File: src/logic/dpram_host_pkg.sv
// Constants, timing figures and carrier types for the dual-port memory port host
package dpram_host_pkg;

    // ========================================================================
    // Clock and timing figures (ns, one speed grade)
    localparam int CLK_MHZ    = 50;
    localparam int TWP_NS     = 15;   // Write pulse width
    localparam int TDW_NS     = 15;   // Data valid to end of write
    localparam int TWZ_NS     = 10;   // Write enable to output high-Z
    localparam int TAA_NS     = 20;   // Address access
    localparam int TACE_NS    = 20;   // Port select access
    localparam int TAOE_NS    = 12;   // Output enable access
    localparam int TSAA_NS    = 20;   // Flag address access
    localparam int HOLD_RELEASE_TO_DATA_DELAY_NS    = 35;   // Hold release to valid data
    localparam int TSWRD_NS   = 5;    // Flag write to read
    localparam int TSOP_NS    = 10;   // Flag update pulse

    function automatic int max2(input int a, input int b);
        return (a > b) ? a : b;
    endfunction

    // Least times round up, never below one cycle
    function automatic int ns_to_cyc(input int ns);
        return max2(1, (ns * CLK_MHZ + 999) / 1000);
    endfunction

    // Output enable stays high in writes, so the turn-off term is kept only as a bound
    localparam int WR_OE_LOW_NS  = max2(TWP_NS, TWZ_NS + TDW_NS);
    localparam int WR_OE_HIGH_NS = max2(TWP_NS, TDW_NS);
    localparam int WR_PULSE_CYC  = ns_to_cyc(WR_OE_HIGH_NS);
    localparam int RD_ACC_CYC    = ns_to_cyc(max2(max2(TAA_NS, TACE_NS),
                                                  max2(TAOE_NS, TSAA_NS)));
    localparam int RD_HOLD_CYC   = ns_to_cyc(HOLD_RELEASE_TO_DATA_DELAY_NS);
    localparam int GAP_CYC       = ns_to_cyc(max2(TSWRD_NS, TSOP_NS));

    // ========================================================================
    // Widths and encodings
    localparam int ADDR_W    = 15;
    localparam int DATA_W    = 16;
    localparam int CNT_W     = 4;
    localparam int FLAG_AW   = 3;     // Eight flags on the lowest address lines

    localparam logic [CNT_W-1:0] CNT_ZERO = 4'h0;

    typedef enum logic [2:0] {
        ST_IDLE    = 3'b000,
        ST_SETUP   = 3'b001,
        ST_STROBE  = 3'b011,
        ST_RECOVER = 3'b010,
        ST_READ    = 3'b101
    } host_state_t;

    typedef struct packed {
        logic              write;
        logic              flag;       // 1: semaphore flag, 0: array
        logic              upper_en;
        logic              lower_en;
        logic [ADDR_W-1:0] addr;
        logic [DATA_W-1:0] wdata;
    } host_cmd_t;

    typedef struct packed {
        logic              port_select_n;
        logic              flag_select_n;
        logic              write_not_read;
        logic              out_en_n;
        logic              upper_byte_select_n;
        logic              lower_byte_select_n;
        logic [ADDR_W-1:0] addr;
    } port_ctrl_t;

    localparam port_ctrl_t CTRL_IDLE = '{
        port_select_n: 1'b1, flag_select_n: 1'b1, write_not_read: 1'b1,
        out_en_n: 1'b1, upper_byte_select_n: 1'b1, lower_byte_select_n: 1'b1,
        addr: 15'h0000};

endpackage

File: src/logic/dpram_port_host.sv
// Host controller driving one port of an asynchronous dual-port memory
`timescale 1ns/1ps

// Operation
// - Select combination stays valid from assertion through end of write.
// - Address only changes while write_not_read and port select are high.
// - Write pulse covers minimum width and data set-up; output enable stays high, so no turn-off term.
// - Host drives data only while device outputs are disabled.
// - Flag write then read keeps port select and both byte selects high.
module dpram_port_host
    import dpram_host_pkg::*;
(
    input  wire logic              clock,
    input  wire logic              sys_rst,
    input  wire logic              cmd_valid,
    input  wire host_cmd_t         cmd,
    output logic                   cmd_ready,
    output logic                   rsp_valid,
    output logic [DATA_W-1:0]      rsp_data,
    output port_ctrl_t             port_ctrl,
    output logic [DATA_W-1:0]      data_out,
    output logic                   data_oe,
    input  wire logic [DATA_W-1:0] data_in,
    input  wire logic              hold_n
);

    // ========================================================================
    // State
    host_state_t       state_r;
    host_state_t       state_nxt;
    host_cmd_t         cmd_r;
    logic [CNT_W-1:0]  cnt_r;
    logic [CNT_W-1:0]  cnt_nxt;
    logic              held_r;
    port_ctrl_t        ctrl_nxt;

    // ========================================================================
    // Decode
    // Taken only with ready seen high; the first cycle after reset is never a take
    wire               take_cmd   = cmd_ready && cmd_valid;
    wire               cnt_done   = (cnt_r == CNT_ZERO);
    wire               is_flag    = cmd_r.flag;
    // Flags only look at the low address lines; the rest are parked at zero
    wire [ADDR_W-1:0]  flag_addr  = {{(ADDR_W-FLAG_AW){1'b0}}, cmd.addr[FLAG_AW-1:0]};
    wire [ADDR_W-1:0]  next_addr  = cmd.flag ? flag_addr : cmd.addr;
    // Write data: a flag write carries its value on bit zero only
    wire [DATA_W-1:0]  wr_word    = is_flag ? {{(DATA_W-1){1'b0}}, cmd_r.wdata[0]}
                                            : cmd_r.wdata;
    // Only bit zero of a flag read is used; a low value means this port holds the token; fan the value out
    wire               flag_bit   = data_in[0];
    wire [DATA_W-1:0]  rd_word    = is_flag ? {DATA_W{flag_bit}} : data_in;
    wire               read_hold  = !hold_n && !is_flag;
    wire               hold_seen  = held_r || read_hold;

    // ========================================================================
    // Next state
    always_comb begin
        state_nxt = state_r;
        cnt_nxt   = cnt_done ? CNT_ZERO : cnt_r - 4'h1;
        ctrl_nxt  = port_ctrl;
        case (state_r)
            ST_IDLE: begin
                if (take_cmd) begin
                    state_nxt = ST_SETUP;
                    // Address moves only here, with every select high
                    ctrl_nxt      = CTRL_IDLE;
                    ctrl_nxt.addr = next_addr;
                    // Array: port select low; flags: flag select low, port select high
                    ctrl_nxt.port_select_n = cmd.flag;
                    ctrl_nxt.flag_select_n = !cmd.flag;
                    // Flag access keeps both byte selects high as well
                    ctrl_nxt.upper_byte_select_n = cmd.flag || !cmd.upper_en;
                    ctrl_nxt.lower_byte_select_n = cmd.flag || !cmd.lower_en;
                    ctrl_nxt.out_en_n = cmd.write;
                end
            end
            ST_SETUP: begin
                if (cmd_r.write) begin
                    // Selects already low one cycle before the strobe
                    state_nxt = ST_STROBE;
                    ctrl_nxt.write_not_read = 1'b0;
                    cnt_nxt   = CNT_W'(WR_PULSE_CYC - 1);
                end else begin
                    state_nxt = ST_READ;
                    cnt_nxt   = CNT_W'(RD_ACC_CYC - 1);
                end
            end
            ST_STROBE: begin
                // A refused write is stretched until the hold input releases
                if (cnt_done && hold_n) begin
                    state_nxt = ST_RECOVER;
                    // Strobe ends first; selects stay for recovery and data hold
                    ctrl_nxt.write_not_read = 1'b1;
                end
            end
            ST_RECOVER: begin
                state_nxt = ST_IDLE;
                ctrl_nxt  = CTRL_IDLE;
                ctrl_nxt.addr = port_ctrl.addr;
                cnt_nxt   = CNT_W'(GAP_CYC - 1);
            end
            ST_READ: begin
                if (read_hold) begin
                    // Opposite port completing a write here; restart the wait
                    cnt_nxt = CNT_W'(RD_HOLD_CYC - 1);
                end else if (cnt_done) begin
                    state_nxt = ST_IDLE;
                    ctrl_nxt  = CTRL_IDLE;
                    ctrl_nxt.addr = port_ctrl.addr;
                    cnt_nxt   = CNT_W'(GAP_CYC - 1);
                end
            end
            default: begin
                state_nxt = ST_IDLE;
                ctrl_nxt  = CTRL_IDLE;
                cnt_nxt   = CNT_ZERO;
            end
        endcase
    end

    // ========================================================================
    // Registers
    always_ff @(posedge clock) begin
        if (sys_rst) begin
            state_r   <= ST_IDLE;
            cnt_r     <= CNT_ZERO;
            port_ctrl <= CTRL_IDLE;
            cmd_r     <= '0;
            held_r    <= 1'b0;
        end else begin
            state_r   <= state_nxt;
            cnt_r     <= cnt_nxt;
            port_ctrl <= ctrl_nxt;
            held_r    <= (state_r == ST_READ) ? hold_seen : 1'b0;
            if (take_cmd) begin
                cmd_r <= cmd;
            end
        end
    end

    // Data drive only in strobe and recovery, where outputs are disabled
    always_ff @(posedge clock) begin
        if (sys_rst) begin
            data_oe  <= 1'b0;
            data_out <= 16'h0000;
        end else begin
            data_oe  <= (state_nxt == ST_STROBE) || (state_nxt == ST_RECOVER);
            data_out <= wr_word;
        end
    end

    always_ff @(posedge clock) begin
        if (sys_rst) begin
            rsp_valid <= 1'b0;
            rsp_data  <= 16'h0000;
            cmd_ready <= 1'b0;
        end else begin
            rsp_valid <= (state_r == ST_READ) && !read_hold && cnt_done;
            if ((state_r == ST_READ) && !read_hold && cnt_done) begin
                rsp_data <= rd_word;
            end
            // Flag writes may race the other port; software re-reads to learn the owner
            cmd_ready <= (state_nxt == ST_IDLE) && (cnt_nxt == CNT_ZERO) && !take_cmd;
        end
    end

endmodule // dpram_port_host

File: config.mk
export PLATFORM = sky130hd
export DESIGN_NAME = dpram_port_host
export DESIGN_NICKNAME = d
export VERILOG_FILES = /design/src/logic/dpram_host_pkg.sv /design/src/logic/dpram_port_host.sv
export SDC_FILE = /design/constraint.sdc
export NUM_CORES = 1
export LEC_CHECK = 0
export BUFFER_PORTS_ARGS = -buffer_cell sky130_fd_sc_hd__buf_4
export CORE_MARGIN = 2
export CORE_UTILIZATION = 53
export DETAILED_ROUTE_END_ITERATION = 10
export HOLD_SLACK_MARGIN = 0.05
export PLACE_DENSITY = 0.93
export SYNTH_ARGS = -nofsm -noshare
export SYNTH_HDL_FRONTEND = slang
export SYNTH_SLANG_ARGS = --single-unit
File: constraint.sdc
create_clock -name clock -period 2.92 [get_ports clock]
set_clock_uncertainty 0.1 [all_clocks]
set_input_delay 0.584 -clock clock [delete_from_list [all_inputs] [get_ports clock]]
set_output_delay 0.584 -clock clock [all_outputs]
set_load 0.005 [all_outputs]
# Word level (Yosys, flattened, before mapping)
# Index checks and enable logic that the tools add are counted.
dict set report op_classes {
  addsub 1
  muxes 20
  bitwise_logic 3
  n_reduce_logical 27
  n_eq_ne 11
}
# cell n
set ops {}
lappend ops {{one-hot mux 18 bit (4 select lines)} 1}
lappend ops {{2-to-1 mux 21 bit} 3}
lappend ops {{2-to-1 mux 16 bit} 1}
lappend ops {{2-to-1 mux 15 bit} 1}
lappend ops {{2-to-1 mux 3 bit} 5}
lappend ops {{== test 3 x 2 -> 1 bit, second input constant} 4}
lappend ops {{2-to-1 mux 4 bit} 3}
lappend ops {{one-hot mux 3 bit (4 select lines)} 1}
lappend ops {{!= test 2 bit, second input constant} 5}
lappend ops {{logical NOT 4 bit} 2}
lappend ops {{one-hot mux 4 bit (2 select lines)} 1}
lappend ops {{AND reduction 4 bit} 2}
lappend ops {{logical AND 1 bit} 7}
lappend ops {{logical NOT 1 bit} 7}
lappend ops {{logical NOT 3 bit} 2}
lappend ops {{one-hot mux 2 bit (3 select lines)} 1}
lappend ops {{OR reduction 2 bit} 3}
lappend ops {{AND reduction 5 bit} 1}
lappend ops {{one-hot mux 1 bit (4 select lines)} 1}
lappend ops {{subtractor 4 x 1 -> 4 bit, second input constant} 1}
lappend ops {{== test 3 x 1 -> 1 bit, second input constant} 1}
lappend ops {{== test 3 bit, second input constant} 1}
lappend ops {{logical OR 1 bit} 3}
lappend ops {{inverter 1 bit} 3}
lappend ops {{2-to-1 mux 1 bit} 2}
dict set report word_totals {
  in_bits 55
  register_bits 81
}

# Depth between registers and ports, before layout
dict set report depth {
  depth_word 8
  ltp_mapped 8
  mapped_depth_nobuf 7
}

# Worst setup path after synthesis
# No wires, ideal clock.
dict set report synth_path {
  path_type {register to register}
  startpoint {register cnt_r[0]}
  endpoint {register port_ctrl[20] in the netlist's numbering}
  path_stages_with_launch 8
  arrival_time_ns 1.551
  n_path_buf 0
  setup_slack_ns 1.149
  t_required_ns 2.700
  path_cell_list {dfxtp_1 inv_1 ha_1 nor3b_4 and2b_4 o22ai_2 nor2_1 a211o_1}
}
dict set report synth_between {
  elab_chain_cells 3
}
# element line
set synth_lines {}
lappend synth_lines {{start, declared} dpram_port_host.sv:32} ;# logic [CNT_W-1:0] cnt_r;
lappend synth_lines {{start signal, assigned} dpram_port_host.sv:132} ;# cnt_r <= cnt_nxt;
lappend synth_lines {{logical NOT 4 bit} dpram_port_host.sv:41} ;# wire cnt_done = (cnt_r == CNT_ZERO);
lappend synth_lines {{!= test 2 bit (no source line)} -}
lappend synth_lines {{AND reduction 4 bit (no source line)} -}
lappend synth_lines {{end signal, assigned} dpram_port_host.sv:133} ;# port_ctrl <= ctrl_nxt;
lappend synth_lines {{end, declared} dpram_port_host.sv:20} ;# output port_ctrl_t port_ctrl,
# No other way between the ends.
# A chain may end at the register's enable or synchronous reset.

# Worst setup path after layout
dict set report layout_path {
  startpoint {register state_r[1]}
  endpoint {register port_ctrl[3] in the netlist's numbering}
}
dict set report layout_between {
  elab_chain_cells 4
  elab_cells_between_ends 12
  classes_between {eq/ne (5); mux (1); bitwise (3); reduce/logical (3)}
}
# element line
set layout_lines {}
lappend layout_lines {{start, declared} dpram_port_host.sv:29} ;# host_state_t state_r;
lappend layout_lines {{start signal, assigned} dpram_port_host.sv:131} ;# state_r <= state_nxt;
lappend layout_lines {{== test 3 x 2 -> 1 bit / == test 3 x 1 -> 1 bit (equally long branches)} dpram_port_host.sv:61} ;# case (state_r)
lappend layout_lines {{OR reduction 2 bit (no source line)} -}
lappend layout_lines {{inverter 1 bit (no source line)} -}
lappend layout_lines {{AND reduction 4 bit (no source line)} -}
# Several ways; a longest one is shown, not always the timed one.

==> results.md <==
## Route
- 14.4 µm — average wire per standard cell
- 2854 — Via Count
- 5 — TritonRoute pass-1 iters
- 143 — number of DRC markers in iteration 0
- 5.35 — per-cell via count in the routed design
- 0 — remaining antenna violation count after routing
- 7650 µm — DRT Wirelength
- 0 — Post-route DRC

## Critical path
- 15 — peak fanout along the critical path
- register — startpoint kind of the worst setup timing path
- nand2b_1, o21a_1, nand3_1, a21oi_1 — crit-path cells
- dfxtp_1 — highest-delay cell along the critical path
- 0.62 ns — slowest stage delay, CP
- compound AO/OA/AOI/OAI gates — kind of cell adding the most delay to the critical path
- 2.25 ns — Arr. time, crit path
- 0.84 ns — slack of the worst reg-to-reg path
- register — type of element capturing the critical path
- 0 — Crit path buffers/inverters
- 3.10 ns — data required time at the worst endpoint
- reg -> reg — startpoint-to-endpoint class of the critical path

## CTS
- built — CTS tree
- 0 — number of buffers added to fix hold violations after cts
- 9 — clock buffer count from CTS
- 2 — deepest clock path buffer count
- 0.09 ns — clk slew on worst S/H paths
- 0 — Post-CTS Setup Bufs
- 0 — CTS-repair resized insts
- clkbuf_8 — Root Driver
- 0.34 ns — worst skew pair latency
- 3 — H-Tree Depth
- 81 — number of sinks handled by clock tree synthesis

## Global route
- 0.394 — met2 track demand over resource in global routing
- 0.0400 — global-route met3 utilization
- 0 — GRT overflow
- 0.227 — Tot GR Track Use
- met2 — Most Crowded Layer GR
- 0 — antenna violations before repair
- 36 — largest net degree at the start of global routing
- 11600 µm — first-pass GRT wire length
- 0.272 — GR Util met1
- 2597 — vias in the first global route

## Job
- 0 — number of max-cap violations

## STA
- 481 MHz — maximum clock frequency
- 0 — Setup Viol. Count Final
- 2.08 ns — crit path time final
- false — setup repair after global routing missed its margin
- 0 — count of final hold-check violations
- 0 — count of pins over their slew limit
- 0.473 — Relative slew margins
- 0 ns — Setup Total Neg Slack
- 0.711 — fin crit share
- 0.788 ns — slew at the pin closest to its max-slew limit
- 0.356 ns — worst hold slack after final layout
- 0.843 ns — final worst slack

## Power and ir drop
- 762 mW/mm² — Pwr per Cell Area
- 562 µV — worst ir drop on vdd
- 1.74 nW — LEAKAGE

## Outcome
- complete, no violations — status

## Placement
- 0.00397 mm² — placement-stage cell area
- 517 — Placed Cells
- 110 — number of port buffers
- 5200 µm — half-perimeter wire length of the detailed placement result
- 0.856 — weighted congestion reported at the end of routability-driven placement
- 0.863 ns — setup slack after placement

## Finish
- 32.9% — area added between synthesis and finish
- 510 — Final Net Count
- 428 — fill cell total of the finished layout
- 533 — Layout Cells excl Fill
- 0.328 — proportion of layout cells with a drive suffix above 1
- 0 — number of diodes
- 0.00419 mm² — Non-Filler Cell Area, Final

## Die
- 0.00658 mm² — floorplan die area
- 0.00585 mm² — placeable core region
- 28 — standard-cell row count
- 81.1 µm — chip height
- 81.1 µm — Chip Width
- 111 — num ports
- 0.539 — Initial Util

## Synth
- 81 — flops & latches, synth
- 0 — fraction of synthesis flops using an asynchronous set or reset pin
- 0 — EDFF count, synth
- 409 — Synthesized Nets
- 0.514 — register area share after synthesis
- 352 — post-synthesis instance total
- dfxtp_1 — Post-synth top flop
- 0.00315 mm² — cell area after synthesis
- 8.96 µm² — post-synthesis average cell area
- 38 — Distinct cells, synth
- 0 — number of warnings reported in the yosys synthesis log

## Min path
- reg -> reg — hold crit path type

through the flow:
stage	utilization	total power, mW
after floorplan	-	2.02
after global placement	0.678	2.28
final	0.716	3.19
after detailed placement	0.678	2.31
after CTS	0.716	3.20
after global routing	0.716	3.37
where the power goes:
| group | switching [mW] | total, mW | internal, mW |
|---|---|---|---|
| combinational | 0.524 | 0.961 | 0.437 |
| sequential | 0.109 | 1.34 | 1.24 |
| clock | 0.405 | 0.889 | 0.484 |
| total | 1.04 | 3.19 | 2.16 |
final timing paths:
check,startpoint,to,cells past startpoint
setup / recovery,state_r[1],port_ctrl[3],4
hold / removal,cmd_r[7],cmd_r[7],2
setup reg to reg,state_r[1],port_ctrl[3],4
hold reg to reg,cmd_r[7],cmd_r[7],2
registers in the layout, summed over array words and instances, names as in the netlist:
register   count
cmd_r         17
cmd_ready      1
cnt_r          4
data_oe        1
data_out      16
is_flag        1
port_ctrl     21
rsp_data      16
rsp_valid      1
state_r        3
Yosys cell counts, drive strengths merged, types with 2 or more instances:
master  count  area share
nor2b       7       0.014
a211o       2      0.0056
inv         4      0.0048
nand2b      7       0.014
ha          2      0.0079
o21ai       6       0.011
o21bai      2      0.0048
nor2       30       0.036
a31oi       2      0.0040
dfxtp      81        0.51
a21oi      53       0.084
buf        13       0.031
mux2i       5       0.016
clkbuf     12       0.014
nor3        7       0.013
nor4        2      0.0060
nand3      17       0.027
a211oi     16       0.060
nand2      56       0.067
nor3b       2      0.0083
and2       18       0.036
routing by layer:
metal / routed length (µm) / part of all wire
met2: 3900 / 0.51
met4: 207 / 0.027
met3: 418 / 0.055
met1: 3120 / 0.41
met5: 0 / 0
tightest hold or removal path: cells and delay by family (launching register included):
family | cells | cell delay (ns)
simple gates | 1 | 0.05
compound gates | 1 | 0.05
flops | 1 | 0.31
cell usage in the layout, fill, tap and decap left out, types with 2 or more instances in the layout:
| master | count |
|---|---|
| a211o_1 | 2 |
| nor3_1 | 6 |
| buf_4 | 115 |
| nand2b_1 | 7 |
| a211oi_2 | 14 |
| nor2_1 | 30 |
| mux2i_1 | 5 |
| and2_1 | 18 |
| a211oi_1 | 2 |
| clkinvlp_4 | 2 |
| nor2b_1 | 7 |
| ha_1 | 2 |
| nand3_1 | 17 |
| bufinv_16 | 2 |
| clkinv_4 | 2 |
| clkbuf_8 | 9 |
| a31oi_1 | 2 |
| o21ai_0 | 4 |
| a21oi_1 | 53 |
| nand2_1 | 56 |
| inv_1 | 4 |
| dfxtp_1 | 81 |
| o21bai_1 | 2 |
logic make-up after synthesis:
family                   after synthesis  share of synthesized area
adder cells (fa/ha/maj)                2                    0.00794
flip-flops                            81                      0.514
multiplexers                           5                     0.0159
AND/OR/NAND/NOR                      151                      0.234
buffers and inverters                 29                     0.0496
AO/OA/AOI/OAI                         84                      0.179
final cells by class:
class | instances | area, µm² | area share
clock buffer | 10 | 128 | 0.0305
sequential | 81 | 1620 | 0.387
timing repair buffer | 115 | 863 | 0.206
clock inverter | 6 | 92.6 | 0.0221
tap | 75 | 93.8 | 0.0224
inverter | 4 | 15.0 | 0.00358
multi-input combinational | 242 | 1380 | 0.328
Note: power is estimated with default switching activity, not from simulation.
